==> src/hdl/sigmod_pkg.sv <==
package sigmod_pkg;

  // Register indices; the byte address on the bus is four times the index
  localparam logic [13:0] IDX_CONTROL_0      = 14'h0F51;
  localparam logic [13:0] IDX_CONTROL_1      = 14'h0F52;
  localparam logic [13:0] IDX_SOURCE         = 14'h0F53;
  localparam logic [13:0] IDX_CARRIER_LOW    = 14'h0F54;
  localparam logic [13:0] IDX_CARRIER_HIGH   = 14'h0F55;
  localparam logic [13:0] IDX_MOD_PIN        = 14'h0F56;
  localparam logic [13:0] IDX_CARRIER_HIGH_PIN       = 14'h0F57;
  localparam logic [13:0] IDX_CARRIER_LOW_PIN       = 14'h0F58;
  localparam logic [13:0] IDX_ROUTE          = 14'h0F59;

  localparam int ADDR_W      = 16;
  localparam int DATA_W      = 32;
  localparam int PIN_IN_N    = 8;
  localparam int PIN_SEL_W   = 3;
  localparam int PIN_OUT_N   = 4;
  localparam int NUM_CCP     = 5;
  localparam int NUM_PWM     = 2;
  localparam int NUM_CMP     = 3;
  localparam int NUM_UART    = 5;
  localparam int NUM_SPI     = 2;

  // Control 0 fields
  localparam int C0_ENABLE   = 7;
  localparam int C0_OUT      = 5;
  localparam int C0_OUTPUT_INVERT     = 4;
  localparam int C0_SWBIT    = 0;
  // Control 1 fields
  localparam int C1_CARRIER_HIGH_INVERT    = 5;
  localparam int C1_CARRIER_HIGH_SYNC_ENABLE   = 4;
  localparam int C1_CARRIER_LOW_INVERT    = 1;
  localparam int C1_CARRIER_LOW_SYNC_ENABLE   = 0;

  // Reset values
  localparam logic [4:0]           RST_SOURCE  = 5'h00;
  localparam logic [3:0]           RST_CARRIER = 4'h0;
  localparam logic [PIN_SEL_W-1:0] RST_PIN_SEL = 3'h0;
  localparam logic [PIN_OUT_N-1:0] RST_ROUTE   = 4'h1;

  // Modulator source codes
  localparam logic [4:0] SRC_PIN      = 5'h00;
  localparam logic [4:0] SRC_SWBIT    = 5'h01;
  localparam logic [4:0] SRC_CCP_BASE = 5'h02;
  localparam logic [4:0] SRC_PWM_BASE = 5'h07;
  localparam logic [4:0] SRC_CMP_BASE = 5'h09;
  localparam logic [4:0] SRC_UART_BASE = 5'h0C;
  localparam logic [4:0] SRC_SPI_BASE = 5'h16;
  localparam logic [4:0] SRC_LAST     = 5'h17;
  localparam int         SRC_N        = 24;

  // Carrier source codes
  localparam logic [3:0] CAR_PIN      = 4'h0;
  localparam logic [3:0] CAR_FOSC     = 4'h1;
  localparam logic [3:0] CAR_HFOSC    = 4'h2;
  localparam logic [3:0] CAR_REFCLK   = 4'h3;
  localparam logic [3:0] CAR_CCP_BASE = 4'h4;
  localparam logic [3:0] CAR_PWM_BASE = 4'h9;
  localparam logic [3:0] CAR_LAST     = 4'hA;
  localparam int         CAR_N        = 11;

  localparam logic [1:0] RESP_OKAY    = 2'h0;
  localparam logic [1:0] RESP_SLVERR  = 2'h2;

endpackage

==> src/hdl/sigmod_if.sv <==
`timescale 1ns/1ns
interface sigmod_if;
  logic carrier_high;
  logic carrier_low;
  logic modsig;

  modport sel (output carrier_high, output carrier_low, output modsig);
  modport mix (input carrier_high, input carrier_low, input modsig);
endinterface

==> src/hdl/sigmod_top.sv <==
`timescale 1ns/1ns
module sigmod_top
(
  input  wire logic                               I_CLOCK,
  input  wire logic                               I_RST,
  input  wire logic [sigmod_pkg::ADDR_W-1:0]      I_AWADDR,
  input  wire logic                               I_AWVALID,
  output logic                                    O_AWREADY,
  input  wire logic [sigmod_pkg::DATA_W-1:0]      I_WDATA,
  input  wire logic [3:0]                         I_WSTRB,
  input  wire logic                               I_WVALID,
  output logic                                    O_WREADY,
  output logic [1:0]                              O_BRESP,
  output logic                                    O_BVALID,
  input  wire logic                               I_BREADY,
  input  wire logic [sigmod_pkg::ADDR_W-1:0]      I_ARADDR,
  input  wire logic                               I_ARVALID,
  output logic                                    O_ARREADY,
  output logic [sigmod_pkg::DATA_W-1:0]           O_RDATA,
  output logic [1:0]                              O_RRESP,
  output logic                                    O_RVALID,
  input  wire logic                               I_RREADY,
  input  wire logic [sigmod_pkg::PIN_IN_N-1:0]    I_PIN,
  input  wire logic                               I_HFOSC,
  input  wire logic                               I_REFCLK,
  input  wire logic [sigmod_pkg::NUM_CCP-1:0]     I_CCP_OUT,
  input  wire logic [sigmod_pkg::NUM_PWM-1:0]     I_PWM_OUT,
  input  wire logic [sigmod_pkg::NUM_CMP-1:0]     I_CMP_OUT,
  input  wire logic [sigmod_pkg::NUM_UART-1:0]    I_UART_RX_OUT,
  input  wire logic [sigmod_pkg::NUM_UART-1:0]    I_UART_TX_OUT,
  input  wire logic [sigmod_pkg::NUM_SPI-1:0]     I_SPI_SDO,
  output logic [sigmod_pkg::PIN_OUT_N-1:0]        O_MODULATED_PIN
);

  localparam int ASYNC_N = sigmod_pkg::PIN_IN_N + 2;

  // Configuration
  logic                                 enable_ff;
  logic                                 output_invert_ff;
  logic                                 swbit_ff;
  logic                                 carrier_high_invert_ff;
  logic                                 carrier_high_sync_enable_ff;
  logic                                 carrier_low_invert_ff;
  logic                                 carrier_low_sync_enable_ff;
  logic [4:0]                           src_sel_ff;
  logic [3:0]                           chs_ff;
  logic [3:0]                           cls_ff;
  logic [sigmod_pkg::PIN_SEL_W-1:0]     mod_pin_ff;
  logic [sigmod_pkg::PIN_SEL_W-1:0]     carrier_high_pin_ff;
  logic [sigmod_pkg::PIN_SEL_W-1:0]     carrier_low_pin_ff;
  logic [sigmod_pkg::PIN_OUT_N-1:0]     route_ff;

  // Output stage
  logic                                 level_ff;
  logic                                 nxt_level;
  logic [sigmod_pkg::PIN_OUT_N-1:0]     pin_ff;
  logic                                 mix;

  // Input synchronisers
  logic [ASYNC_N-1:0]                   meta_ff;
  logic [ASYNC_N-1:0]                   sync_ff;
  logic [sigmod_pkg::PIN_IN_N-1:0]      pin_s;

  // Bus slave
  logic                                 awready_ff;
  logic                                 wready_ff;
  logic                                 aw_held_ff;
  logic                                 w_held_ff;
  logic [13:0]                          aw_idx_ff;
  logic [7:0]                           wdata_ff;
  logic                                 wlane_ff;
  logic                                 bvalid_ff;
  logic [1:0]                           bresp_ff;
  logic                                 arready_ff;
  logic                                 rvalid_ff;
  logic [sigmod_pkg::DATA_W-1:0]        rdata_ff;
  logic [1:0]                           rresp_ff;
  logic                                 aw_take;
  logic                                 w_take;
  logic                                 ar_take;
  logic                                 wr_fire;
  logic                                 nxt_aw_held;
  logic                                 nxt_w_held;
  logic                                 nxt_bvalid;
  logic                                 nxt_rvalid;
  logic [13:0]                          ar_idx;

  sigmod_if sel_bus ();

  // Mapped register test, shared by the read and write paths
  function automatic logic reg_hit(input logic [13:0] idx);
    reg_hit = (idx >= sigmod_pkg::IDX_CONTROL_0) && (idx <= sigmod_pkg::IDX_ROUTE);
  endfunction

  function automatic logic pin_pick(input logic [sigmod_pkg::PIN_IN_N-1:0] pins,
                                    input logic [sigmod_pkg::PIN_SEL_W-1:0] sel);
    pin_pick = pins[sel];
  endfunction

  // Pins and foreign oscillators are asynchronous to I_CLOCK
  always_ff @(posedge I_CLOCK or posedge I_RST)
  begin
    if (I_RST)
    begin
      meta_ff <= '0;
      sync_ff <= '0;
    end
    else
    begin
      meta_ff <= {I_REFCLK, I_HFOSC, I_PIN};
      sync_ff <= meta_ff;
    end
  end

  assign pin_s = sync_ff[sigmod_pkg::PIN_IN_N-1:0];

  sigmod_select u_select
  (
    .i_clock    (I_CLOCK),
    .i_rst      (I_RST),
    .i_src_sel  (src_sel_ff),
    .i_chs      (chs_ff),
    .i_cls      (cls_ff),
    .i_swbit    (swbit_ff),
    .i_mod_pin  (pin_pick(pin_s, mod_pin_ff)),
    .i_carrier_high_pin (pin_pick(pin_s, carrier_high_pin_ff)),
    .i_carrier_low_pin (pin_pick(pin_s, carrier_low_pin_ff)),
    .i_hfosc    (sync_ff[sigmod_pkg::PIN_IN_N]),
    .i_refclk   (sync_ff[sigmod_pkg::PIN_IN_N + 1]),
    .i_ccp      (I_CCP_OUT),
    .i_pwm      (I_PWM_OUT),
    .i_cmp      (I_CMP_OUT),
    .i_uart_rx  (I_UART_RX_OUT),
    .i_uart_tx  (I_UART_TX_OUT),
    .i_spi_sdo  (I_SPI_SDO),
    .bus        (sel_bus.sel)
  );

  sigmod_mixer u_mixer
  (
    .i_clock  (I_CLOCK),
    .i_rst    (I_RST),
    .i_carrier_high_invert  (carrier_high_invert_ff),
    .i_carrier_low_invert  (carrier_low_invert_ff),
    .i_carrier_high_sync_enable (carrier_high_sync_enable_ff),
    .i_carrier_low_sync_enable (carrier_low_sync_enable_ff),
    .bus      (sel_bus.mix),
    .o_mix    (mix)
  );

  // Disabling gates only the output; the selections stay as written
  assign nxt_level = enable_ff ? (mix ^ output_invert_ff) : 1'b0;

  always_ff @(posedge I_CLOCK or posedge I_RST)
  begin
    if (I_RST)
    begin
      level_ff <= 1'b0;
      pin_ff   <= '0;
    end
    else
    begin
      level_ff <= nxt_level;
      pin_ff   <= {sigmod_pkg::PIN_OUT_N{nxt_level}} & route_ff;
    end
  end

  assign O_MODULATED_PIN = pin_ff;

  // Write address and data are taken separately and applied together
  assign aw_take = I_AWVALID & awready_ff;
  assign w_take  = I_WVALID & wready_ff;
  assign wr_fire = aw_held_ff & w_held_ff & ~bvalid_ff;

  always_comb
  begin
    nxt_aw_held = aw_held_ff | aw_take;
    nxt_w_held  = w_held_ff | w_take;
    nxt_bvalid  = bvalid_ff & ~I_BREADY;
    if (wr_fire)
    begin
      nxt_aw_held = 1'b0;
      nxt_w_held  = 1'b0;
      nxt_bvalid  = 1'b1;
    end
  end

  always_ff @(posedge I_CLOCK or posedge I_RST)
  begin
    if (I_RST)
    begin
      aw_held_ff <= 1'b0;
      w_held_ff  <= 1'b0;
      awready_ff <= 1'b0;
      wready_ff  <= 1'b0;
      bvalid_ff  <= 1'b0;
      bresp_ff   <= sigmod_pkg::RESP_OKAY;
      aw_idx_ff  <= '0;
      wdata_ff   <= '0;
      wlane_ff   <= 1'b0;
    end
    else
    begin
      aw_held_ff <= nxt_aw_held;
      w_held_ff  <= nxt_w_held;
      awready_ff <= ~nxt_aw_held & ~nxt_bvalid;
      wready_ff  <= ~nxt_w_held & ~nxt_bvalid;
      bvalid_ff  <= nxt_bvalid;
      if (aw_take)
        aw_idx_ff <= I_AWADDR[15:2];
      if (w_take)
      begin
        wdata_ff <= I_WDATA[7:0];
        wlane_ff <= I_WSTRB[0];
      end
      if (wr_fire)
        bresp_ff <= reg_hit(aw_idx_ff) ? sigmod_pkg::RESP_OKAY : sigmod_pkg::RESP_SLVERR;
    end
  end

  // Only byte lane 0 carries register bits; other lanes are dropped
  always_ff @(posedge I_CLOCK or posedge I_RST)
  begin
    if (I_RST)
    begin
      enable_ff   <= 1'b0;
      output_invert_ff     <= 1'b0;
      swbit_ff    <= 1'b0;
      carrier_high_invert_ff    <= 1'b0;
      carrier_high_sync_enable_ff   <= 1'b0;
      carrier_low_invert_ff    <= 1'b0;
      carrier_low_sync_enable_ff   <= 1'b0;
      src_sel_ff  <= sigmod_pkg::RST_SOURCE;
      chs_ff      <= sigmod_pkg::RST_CARRIER;
      cls_ff      <= sigmod_pkg::RST_CARRIER;
      mod_pin_ff  <= sigmod_pkg::RST_PIN_SEL;
      carrier_high_pin_ff <= sigmod_pkg::RST_PIN_SEL;
      carrier_low_pin_ff <= sigmod_pkg::RST_PIN_SEL;
      route_ff    <= sigmod_pkg::RST_ROUTE;
    end
    else if (wr_fire && wlane_ff)
    begin
      case (aw_idx_ff)
        sigmod_pkg::IDX_CONTROL_0:
        begin
          enable_ff <= wdata_ff[sigmod_pkg::C0_ENABLE];
          output_invert_ff   <= wdata_ff[sigmod_pkg::C0_OUTPUT_INVERT];
          swbit_ff  <= wdata_ff[sigmod_pkg::C0_SWBIT];
        end
        sigmod_pkg::IDX_CONTROL_1:
        begin
          carrier_high_invert_ff  <= wdata_ff[sigmod_pkg::C1_CARRIER_HIGH_INVERT];
          carrier_high_sync_enable_ff <= wdata_ff[sigmod_pkg::C1_CARRIER_HIGH_SYNC_ENABLE];
          carrier_low_invert_ff  <= wdata_ff[sigmod_pkg::C1_CARRIER_LOW_INVERT];
          carrier_low_sync_enable_ff <= wdata_ff[sigmod_pkg::C1_CARRIER_LOW_SYNC_ENABLE];
        end
        sigmod_pkg::IDX_SOURCE:       src_sel_ff  <= wdata_ff[4:0];
        sigmod_pkg::IDX_CARRIER_LOW:  cls_ff      <= wdata_ff[3:0];
        sigmod_pkg::IDX_CARRIER_HIGH: chs_ff      <= wdata_ff[3:0];
        sigmod_pkg::IDX_MOD_PIN:      mod_pin_ff  <= wdata_ff[sigmod_pkg::PIN_SEL_W-1:0];
        sigmod_pkg::IDX_CARRIER_HIGH_PIN:     carrier_high_pin_ff <= wdata_ff[sigmod_pkg::PIN_SEL_W-1:0];
        sigmod_pkg::IDX_CARRIER_LOW_PIN:     carrier_low_pin_ff <= wdata_ff[sigmod_pkg::PIN_SEL_W-1:0];
        sigmod_pkg::IDX_ROUTE:        route_ff    <= wdata_ff[sigmod_pkg::PIN_OUT_N-1:0];
        default:                      route_ff    <= route_ff;
      endcase
    end
  end

  // Reads are answered one cycle after the address is taken
  assign ar_take    = I_ARVALID & arready_ff;
  assign ar_idx     = I_ARADDR[15:2];
  assign nxt_rvalid = ar_take | (rvalid_ff & ~I_RREADY);

  always_ff @(posedge I_CLOCK or posedge I_RST)
  begin
    if (I_RST)
    begin
      arready_ff <= 1'b0;
      rvalid_ff  <= 1'b0;
      rdata_ff   <= '0;
      rresp_ff   <= sigmod_pkg::RESP_OKAY;
    end
    else
    begin
      arready_ff <= ~nxt_rvalid;
      rvalid_ff  <= nxt_rvalid;
      if (ar_take)
      begin
        rdata_ff <= '0;
        rresp_ff <= reg_hit(ar_idx) ? sigmod_pkg::RESP_OKAY : sigmod_pkg::RESP_SLVERR;
        case (ar_idx)
          sigmod_pkg::IDX_CONTROL_0:
          begin
            rdata_ff[sigmod_pkg::C0_ENABLE] <= enable_ff;
            rdata_ff[sigmod_pkg::C0_OUT]    <= level_ff;
            rdata_ff[sigmod_pkg::C0_OUTPUT_INVERT]   <= output_invert_ff;
            rdata_ff[sigmod_pkg::C0_SWBIT]  <= swbit_ff;
          end
          sigmod_pkg::IDX_CONTROL_1:
          begin
            rdata_ff[sigmod_pkg::C1_CARRIER_HIGH_INVERT]  <= carrier_high_invert_ff;
            rdata_ff[sigmod_pkg::C1_CARRIER_HIGH_SYNC_ENABLE] <= carrier_high_sync_enable_ff;
            rdata_ff[sigmod_pkg::C1_CARRIER_LOW_INVERT]  <= carrier_low_invert_ff;
            rdata_ff[sigmod_pkg::C1_CARRIER_LOW_SYNC_ENABLE] <= carrier_low_sync_enable_ff;
          end
          sigmod_pkg::IDX_SOURCE:       rdata_ff[4:0] <= src_sel_ff;
          sigmod_pkg::IDX_CARRIER_LOW:  rdata_ff[3:0] <= cls_ff;
          sigmod_pkg::IDX_CARRIER_HIGH: rdata_ff[3:0] <= chs_ff;
          sigmod_pkg::IDX_MOD_PIN:      rdata_ff[2:0] <= mod_pin_ff;
          sigmod_pkg::IDX_CARRIER_HIGH_PIN:     rdata_ff[2:0] <= carrier_high_pin_ff;
          sigmod_pkg::IDX_CARRIER_LOW_PIN:     rdata_ff[2:0] <= carrier_low_pin_ff;
          sigmod_pkg::IDX_ROUTE:        rdata_ff[3:0] <= route_ff;
          default:                      rdata_ff      <= '0;
        endcase
      end
    end
  end

  assign O_AWREADY = awready_ff;
  assign O_WREADY  = wready_ff;
  assign O_BVALID  = bvalid_ff;
  assign O_BRESP   = bresp_ff;
  assign O_ARREADY = arready_ff;
  assign O_RVALID  = rvalid_ff;
  assign O_RDATA   = rdata_ff;
  assign O_RRESP   = rresp_ff;

endmodule

==> src/hdl/sigmod_select.sv <==
`timescale 1ns/1ns
module sigmod_select
(
  input  wire logic                               i_clock,
  input  wire logic                               i_rst,
  input  wire logic [4:0]                         i_src_sel,
  input  wire logic [3:0]                         i_chs,
  input  wire logic [3:0]                         i_cls,
  input  wire logic                               i_swbit,
  input  wire logic                               i_mod_pin,
  input  wire logic                               i_carrier_high_pin,
  input  wire logic                               i_carrier_low_pin,
  input  wire logic                               i_hfosc,
  input  wire logic                               i_refclk,
  input  wire logic [sigmod_pkg::NUM_CCP-1:0]     i_ccp,
  input  wire logic [sigmod_pkg::NUM_PWM-1:0]     i_pwm,
  input  wire logic [sigmod_pkg::NUM_CMP-1:0]     i_cmp,
  input  wire logic [sigmod_pkg::NUM_UART-1:0]    i_uart_rx,
  input  wire logic [sigmod_pkg::NUM_UART-1:0]    i_uart_tx,
  input  wire logic [sigmod_pkg::NUM_SPI-1:0]     i_spi_sdo,
  sigmod_if.sel                                   bus
);

  logic                               fosc_ff;
  logic [sigmod_pkg::CAR_N-1:0]       car_vec;
  logic [sigmod_pkg::SRC_N-1:0]       mod_vec;

  // Carrier code lookup; reserved codes give a steady low
  function automatic logic pick_car(input logic [sigmod_pkg::CAR_N-1:0] vec,
                                    input logic [3:0] code);
    pick_car = (code <= sigmod_pkg::CAR_LAST) ? vec[code] : 1'b0;
  endfunction

  // A clock cannot pass through flops, so the system clock carrier is its
  // fastest sampled image: a toggle at half rate
  always_ff @(posedge i_clock or posedge i_rst)
  begin
    if (i_rst)
      fosc_ff <= 1'b0;
    else
      fosc_ff <= ~fosc_ff;
  end

  always_comb
  begin
    car_vec = {i_pwm, i_ccp, i_refclk, i_hfosc, fosc_ff, 1'b0};
    car_vec[sigmod_pkg::CAR_PIN] = 1'b0;
  end

  always_comb
  begin
    mod_vec = '0;
    mod_vec[sigmod_pkg::SRC_PIN]   = i_mod_pin;
    mod_vec[sigmod_pkg::SRC_SWBIT] = i_swbit;
    for (int k = 0; k < sigmod_pkg::NUM_CCP; k++)
      mod_vec[sigmod_pkg::SRC_CCP_BASE + k] = i_ccp[k];
    for (int k = 0; k < sigmod_pkg::NUM_PWM; k++)
      mod_vec[sigmod_pkg::SRC_PWM_BASE + k] = i_pwm[k];
    for (int k = 0; k < sigmod_pkg::NUM_CMP; k++)
      mod_vec[sigmod_pkg::SRC_CMP_BASE + k] = i_cmp[k];
    for (int k = 0; k < sigmod_pkg::NUM_UART; k++)
    begin
      mod_vec[sigmod_pkg::SRC_UART_BASE + 2 * k]     = i_uart_rx[k];
      mod_vec[sigmod_pkg::SRC_UART_BASE + 2 * k + 1] = i_uart_tx[k];
    end
    for (int k = 0; k < sigmod_pkg::NUM_SPI; k++)
      mod_vec[sigmod_pkg::SRC_SPI_BASE + k] = i_spi_sdo[k];
  end

  assign bus.modsig = (i_src_sel <= sigmod_pkg::SRC_LAST) ? mod_vec[i_src_sel] : 1'b0;
  assign bus.carrier_high = (i_chs == sigmod_pkg::CAR_PIN) ? i_carrier_high_pin : pick_car(car_vec, i_chs);
  assign bus.carrier_low = (i_cls == sigmod_pkg::CAR_PIN) ? i_carrier_low_pin : pick_car(car_vec, i_cls);

endmodule

==> src/hdl/sigmod_mixer.sv <==
`timescale 1ns/1ns
module sigmod_mixer
(
  input  wire logic i_clock,
  input  wire logic i_rst,
  input  wire logic i_carrier_high_invert,
  input  wire logic i_carrier_low_invert,
  input  wire logic i_carrier_high_sync_enable,
  input  wire logic i_carrier_low_sync_enable,
  sigmod_if.mix     bus,
  output logic      o_mix
);

  logic carrier_high;
  logic carrier_low;
  logic use_high_ff;
  logic nxt_use_high;
  logic hold;

  assign carrier_high = bus.carrier_high ^ i_carrier_high_invert;
  assign carrier_low = bus.carrier_low ^ i_carrier_low_invert;

  // Which carrier is mixed lags the modulator only while a synchronised
  // carrier still has its pulse high, so that pulse is never cut short
  // Without sync the switch is immediate; only a held pulse delays it
  always_comb
  begin
    hold = (use_high_ff && !bus.modsig && i_carrier_high_sync_enable && carrier_high)
           || (!use_high_ff && bus.modsig && i_carrier_low_sync_enable && carrier_low);
    nxt_use_high = hold ? use_high_ff : bus.modsig;
  end

  always_ff @(posedge i_clock or posedge i_rst)
  begin
    if (i_rst)
      use_high_ff <= 1'b0;
    else
      use_high_ff <= nxt_use_high;
  end

  // While switching is held back the old carrier passes alone
  always_comb
  begin
    if (hold)
      o_mix = use_high_ff ? carrier_high : carrier_low;
    else if (bus.modsig)
      o_mix = carrier_high & bus.modsig;
    else
      o_mix = carrier_low & ~bus.modsig;
  end

endmodule

==> config.mk <==
export PLATFORM = sky130hd
export DESIGN_NAME = sigmod_top
export DESIGN_NICKNAME = d
export VERILOG_FILES = /design/src/hdl/sigmod_pkg.sv /design/src/hdl/sigmod_if.sv /design/src/hdl/sigmod_top.sv /design/src/hdl/sigmod_select.sv /design/src/hdl/sigmod_mixer.sv
export SDC_FILE = /design/constraint.sdc
export NUM_CORES = 1
export LEC_CHECK = 0
export BUFFER_PORTS_ARGS = -buffer_cell sky130_fd_sc_hd__buf_4
export CAP_MARGIN = 20
export CORE_MARGIN = 1.5
export CORE_UTILIZATION = 55
export CTS_CLUSTER_SIZE = 25
export DETAILED_ROUTE_END_ITERATION = 8
export PLACE_DENSITY = 0.85
export SLEW_MARGIN = 25
export SYNTH_ARGS = -nofsm -noshare
export SYNTH_HDL_FRONTEND = slang
export SYNTH_HIERARCHICAL = 1
export SYNTH_SLANG_ARGS = --single-unit
==> constraint.sdc <==
create_clock -name I_CLOCK -period 5.2 [get_ports I_CLOCK]
set_input_delay 0.26 -clock I_CLOCK [delete_from_list [all_inputs] [get_ports I_CLOCK]]
set_output_delay 0.26 -clock I_CLOCK [all_outputs]
set_load 0.02 [all_outputs]
# [Word-level counts from Yosys, hierarchy flattened]
# Cells that the tools add are included.
[word_totals] reg_bits=101 in_bits=107
[op_classes] eq_ne=18 n_mux=33 reduce_logical=23 magnitude_cmp=13 bitwise=27
[ops] operator="$eq A14 B12 Y1 const B" n=18
[ops] operator="$ge A14 B12 Y1 const B" n=2
[ops] operator="$le A14 B12 Y1 const B" n=2
[ops] operator="$mux W1" n=19
[ops] operator="$reduce_and A2 Y1" n=9
[ops] operator="$lt A3 B4 Y1 const B" n=3
[ops] operator="$and A1 B1 Y1" n=11
[ops] operator="$lt A4 B5 Y1 const B" n=2
[ops] operator="$bmux W1 S3" n=3
[ops] operator="$logic_and A1 B1 Y1" n=9
[ops] operator="$not A1 Y1" n=9
[ops] operator="$pmux W1 S9" n=1
[ops] operator="$bmux W1 S4" n=2
[ops] operator="$le A4 B4 Y1 const B" n=2
[ops] operator="$logic_not A4 Y1" n=2
[ops] operator="$pmux W1 S8" n=1
[ops] operator="$pmux W1 S7" n=1
[ops] operator="$lt A5 B6 Y1 const B" n=1
[ops] operator="$bmux W1 S5" n=1
[ops] operator="$le A5 B5 Y1 const B" n=1
[ops] operator="$and A4 B4 Y4" n=1
[ops] operator="$mux W2" n=2
[ops] operator="$pmux W1 S4" n=1
[ops] operator="$or A1 B1 Y1" n=3
[ops] operator="5 further kinds" n=8

# [Longest topological paths before layout]
[logic_depth] ltp_word=14 ltp_mapped=11

# [Modules after synthesis]
# The synthesis kept the hierarchy.
[by_module_without_submodules] module="sigmod_top" seq_area_each_um2=2403.6 cells_per_inst=309 instances=1 area_each_um2=4196.5
[by_module_without_submodules] module="sigmod_select" seq_area_each_um2=25.0 cells_per_inst=40 instances=1 area_each_um2=441.7
[by_module_without_submodules] module="sigmod_mixer" seq_area_each_um2=25.0 cells_per_inst=12 instances=1 area_each_um2=91.3

# [Worst setup path before layout]
# OpenSTA, ideal clock, no wires.
[synth_timing] path_kind="flip-flop to flip-flop" startpoint="register carrier_low_pin_ff[0] in the netlist's numbering" endpoint="register pin_ff, in the netlist O_MODULATED_PIN[0]" required_ps=5133 stages_incl_launch_ff=11 t_arrival_ps=2566 period_less_slack_ps=2632 setup_ps=67 slack_ps=2568 path_cell_list="dfrtp_1 > mux4_2 > mux2_2 > mux4_2 > mux2i_1 > o21ai_0 > xor2_1 > o21ai_0 > o21ai_0 > xor2_1 > and3_1"
[synth_between] elab_chain_cells=10 elab_cells_between_ends=13
[synth_rtl] element="from (decl)" line_no="sigmod_top.sv:50" rtl="logic [sigmod_pkg::PIN_SEL_W-1:0] carrier_low_pin_ff;"
[synth_rtl] element="from (signal assigned)" line_no="sigmod_top.sv:238" rtl="carrier_low_pin_ff <= sigmod_pkg::RST_PIN_SEL;"
[synth_rtl] element="from (signal assigned)" line_no="sigmod_top.sv:262" rtl="sigmod_pkg::IDX_CARRIER_LOW_PIN: carrier_low_pin_ff <= wdata_ff[sigmod_pkg::PIN_SEL_W-1:0];"
[synth_rtl] element="$bmux W1 S3 *" line_no="sigmod_top.sv:97" rtl="pin_pick = pins[sel];"
[synth_rtl] element="$mux W1 (implied by the code) *" line_no="sigmod_top.sv:97"
[synth_rtl] element="$mux W1 *" line_no="sigmod_select.sv:72" rtl="assign bus.carrier_low = (i_cls == sigmod_pkg::CAR_PIN) ? i_carrier_low_pin : pick_car(car_vec, i_cls);"
[synth_rtl] element="net sel_bus.carrier_low" line_no="sigmod_if.sv:4" rtl="logic carrier_low;"
[synth_rtl] element="$xor A1 B1 Y1 *" line_no="sigmod_mixer.sv:21" rtl="assign carrier_low = bus.carrier_low ^ i_carrier_low_invert;"
[synth_rtl] element="$and A1 B1 Y1 or $logic_and A1 B1 Y1 (tied branches)" line_no="sigmod_mixer.sv:49, sigmod_mixer.sv:29"
[synth_rtl] element="$mux W1 or $logic_or A1 B1 Y1 (tied branches)" line_no="sigmod_mixer.sv:46, sigmod_mixer.sv:29"
[synth_rtl] element="$mux W1 *" line_no="sigmod_mixer.sv:44" rtl="if (hold)"
[synth_rtl] element="net mix" line_no="sigmod_top.sv:57" rtl="logic mix;"
[synth_rtl] element="$xor A1 B1 Y1 *" line_no="sigmod_top.sv:152" rtl="assign nxt_level = enable_ff ? (mix ^ output_invert_ff) : 1'b0;"
[synth_rtl] element="$mux W1 *" line_no="sigmod_top.sv:152"
[synth_rtl] element="$and A4 B4 Y4 *" line_no="sigmod_top.sv:164" rtl="pin_ff <= {sigmod_pkg::PIN_OUT_N{nxt_level}} & route_ff;"
[synth_rtl] element="to (signal assigned)" line_no="sigmod_top.sv:164"
[synth_rtl] element="to (decl)" line_no="sigmod_top.sv:56" rtl="logic [sigmod_pkg::PIN_OUT_N-1:0] pin_ff;"
# Mark *: on every way through the listed nets, which the timed path passes. The rest lies on a longest branch. The select of a mux whose other input is x is not followed.
# A chain may end at the register's enable or synchronous reset.

# [Worst setup path in the final report]
[layout_timing] startpoint="register carrier_low_pin_ff[0] in the netlist's numbering" endpoint="register pin_ff, in the netlist O_MODULATED_PIN[3]"
# Same word-level chain as after synthesis.

==> results.md <==
- 1st-iter DRT viols: 157
- Number of port buffers: 92
- Antenna Violating Nets Remaining: 0
- WP buf/inv: 0
- Grt ovf: 0
- Number of different library cells in the post-synthesis netlist: 53
- Total clock sinks: 98
- Largest stage delay on the critical path: 0.53 ns
- Gr usage total: 22.0%
- Worst-case vdd ir drop: 279 µV
- Leak Pwr: 2.64 nW
- FMAX: 0.325 GHz
- Most area-consuming cells after synthesis: sky130_fd_sc_hd__dfrtp_1, sky130_fd_sc_hd__mux2_2, sky130_fd_sc_hd__mux4_2
- Total standard cell area after synthesis: 0.00473 mm²
- Flip-flop and latch count after synthesis: 98
- Clock buffer count from CTS: 9
- Nature of the critical path startpoint: register
- Most numerous cell on the critical path: sky130_fd_sc_hd__o21ai_0
- Clk pin slew, worst setup/hold paths: 0.10 ns
- Synth async-reset ratio: 100%
- Clock insertion delay at the later pin of the skew report: 0.36 ns
- DR pass1 iterations: 4
- Vias in the first global route: 3198
- Minimum setup slack after placement: 2.14 ns
- Antenna violations before repair: 0
- Count of final max-slew check failures: 0
- Routed len/inst: 16.5 µm
- Data arrival time of the worst path: 3.38 ns
- Number of flops mapped to enable cells by yosys: 0
- CTS Hold Buffers Added: 11
- Estimated wirelength of the detail-placed design: 7150 µm
- Worst Hold End: O_WREADY$_DFF_PP0_
- Main flop type after synthesis: sky130_fd_sc_hd__dfrtp_1
- Total of cells resized after clock tree synthesis: 0
- Die boundary height: 95.7 µm
- Total non-filler cell area in the finished layout: 0.00570 mm²
- Die footprint: 0.00916 mm²
- Fin worst setup slack: 2.12 ns
- Initial standard-cell utilization of the core: 57.3%
- Top-level port count: 152
- Finished Layout Cells: 576
- Most frequent cells in the layout: sky130_fd_sc_hd__dfrtp_1, sky130_fd_sc_hd__buf_4, sky130_fd_sc_hd__mux2_2
- Count of synthesis-stage warnings from yosys: 6
- Maximum clock skew at final layout: 0.0106 ns
- Most common cell after layout, fill and taps aside: sky130_fd_sc_hd__dfrtp_1
- Final worst path period need: 3.08 ns
- Root cell of the clock tree: sky130_fd_sc_hd__clkbuf_8
- Min-Delay Path Depth: 2
- Dpl cells: 549
- Crit Path Max Fanout: 5
- Final period util: 59.2%
- Cell Pwr Density: 318 mW/mm²
- Largest net degree at the start of global routing: 69
- Count of H-tree levels built during CTS: 3
- Start-to-end type of the worst setup path: reg2reg
- Post-synthesis area per instance: 13.1 µm²
- CTS tree: built
- First-pass GRT wire length: 15200 µm
- Layout-stage area growth over the synthesis result: 20.4%
- Via Count: 3203
- Kind of cell with the highest combined delay on the critical path: multiplexers
- Post-layout power: 1.81 mW
- Sequential cell area: 0.00245 mm²
- Max-capacitance violation count: 0
- Cell count of the worst reg-to-reg path: 10
- Total setup buffers inserted after CTS: 0
- Width of the die: 95.7 µm
- Gpl congestion: 0.843
- Unrepaired setup endpoints after global routing: no
- Worst-Margin Slew: 0.805 ns
- Relative slew slack: 46.3%
- Share of the synthesized area in the top cell type: 51.3%
- Sort of element at the end of the critical path: register
- Outcome: finished clean
- Worst Hold Launch: I_WVALID
- Mean number of vias per cell: 5.56
- Final setup TNS: 0 ns
- Synthesized instance count: 361
- Part of the Yosys area used for sequential elements: 51.9%
- Crit-path slowest cell: sky130_fd_sc_hd__mux4_2
- Number of filler instances in the final layout: 594
- Core region area: 0.00826 mm²
- Placement row count: 33
- Req. time, crit path: 5.51 ns
- R2r endpoint: O_MODULATED_PIN[3]$_DFF_PP0_
- Cell-by-cell listing of the critical path: mux4_2 > mux2_2 > mux4_2 > mux2i_1 > o21ai_0 > xor2_1 > o21ai_0 > o21ai_0 > xor2_1 > and3_1
- Minimum setup slack among reg-to-reg paths: 2.12 ns
- Detailed Route WL: 9490 µm
- Antenna diodes: 0
- Library cell with the largest summed area after synthesis: sky130_fd_sc_hd__dfrtp_1
- Share of final-layout standard cells stronger than drive strength 1: 40.6%
- # DRC: 0
- Reg2Reg Launch Point: carrier_low_pin_ff[0]$_DFFE_PP0P_
- Largest buffer count on any clock path: 2
- Final Util: 69.0%
- Multi-input gate area: 0.00209 mm²
- Dpl cell area: 0.00541 mm²
- Worst hold path class: in2reg
- Nets@finish: 573
- Worst hold slack across all endpoints: 0.0881 ns
- Final Hold Vio Count: 0
- Final number of setup-violating endpoints: 0
==> power breakdown <==
group	switching [mW]	internal (mW)
Sequential	0.115	0.879
Clock	0.273	0.179
Combinational	0.169	0.193
Total	0.557	1.25
==> kinds of logic after synthesis <==
kind of cell,synth area share (%)
DFF,51.9
muxes,25.2
buffers and inverters,6.01
and+or+nand+nor,11.0
other,0.0793
AOI/OAI and AO/OA,5.29
xor gates and xnor gates,0.556
==> how the worst max path moves through the flow <==
stage	from	to	slack (ns)	depth (start not counted)
floorplan	I_RST	O_ARREADY$_DFF_PP0_	2.44	1
global placement	carrier_low_pin_ff[0]$_DFFE_PP0P_	O_MODULATED_PIN[1]$_DFF_PP0_	2.25	10
detailed placement	carrier_low_pin_ff[0]$_DFFE_PP0P_	O_MODULATED_PIN[3]$_DFF_PP0_	2.14	10
CTS	carrier_low_pin_ff[0]$_DFFE_PP0P_	O_MODULATED_PIN[3]$_DFF_PP0_	2.10	10
global route	carrier_low_pin_ff[0]$_DFFE_PP0P_	O_MODULATED_PIN[2]$_DFF_PP0_	1.93	10
finish	carrier_low_pin_ff[0]$_DFFE_PP0P_	O_MODULATED_PIN[3]$_DFF_PP0_	2.12	10
==> synthesized netlist by cell type, drive strengths merged (3+ instances only) <==
cell and number:
inv 10, buf 32, nor2b 12, nor2 8
o21ai 13, and3 5, mux2 62, clkbuf 4
nand4bb 3, o211ai 3, dfrtp 97, mux2i 12
nand2 15, a21oi 7, nand4b 5, o22ai 3
nand2b 4, nand3 11, mux4 16, nand3b 4
nand4 3
==> area by class of cell <==
| type | count | area share (%) |
|---|---|---|
| Sequential cell | 98 | 43.1 |
| Multi-Input combinational cell | 243 | 36.7 |
| Tap cell | 105 | 2.31 |
| Clock buffer | 9 | 2.17 |
| Inverter | 10 | 0.681 |
| Timing Repair Buffer | 104 | 14.2 |
| Clock inverter | 7 | 0.879 |
==> sequential cells by signal, indices dropped and copies added, names as in the netlist, 4 cells and up <==
name,count
sync_ff,10
wdata_ff,7
O_MODULATED_PIN,4
O_RDATA,7
route_ff,4
cls_ff,4
chs_ff,4
src_sel_ff,5
meta_ff,10
aw_idx_ff,14
==> metal layers <==
metal | share of wire, % | GRT usage (%) | wire [µm]
met1 | 43 | 29.2 | 4100
met2 | 47 | 35.3 | 4480
met3 | 7.2 | 4.90 | 682
met4 | 2.5 | 8.58 | 234
met5 | 0 | 0 | 0
No activity file was read; power rests on OpenSTA's default activity.
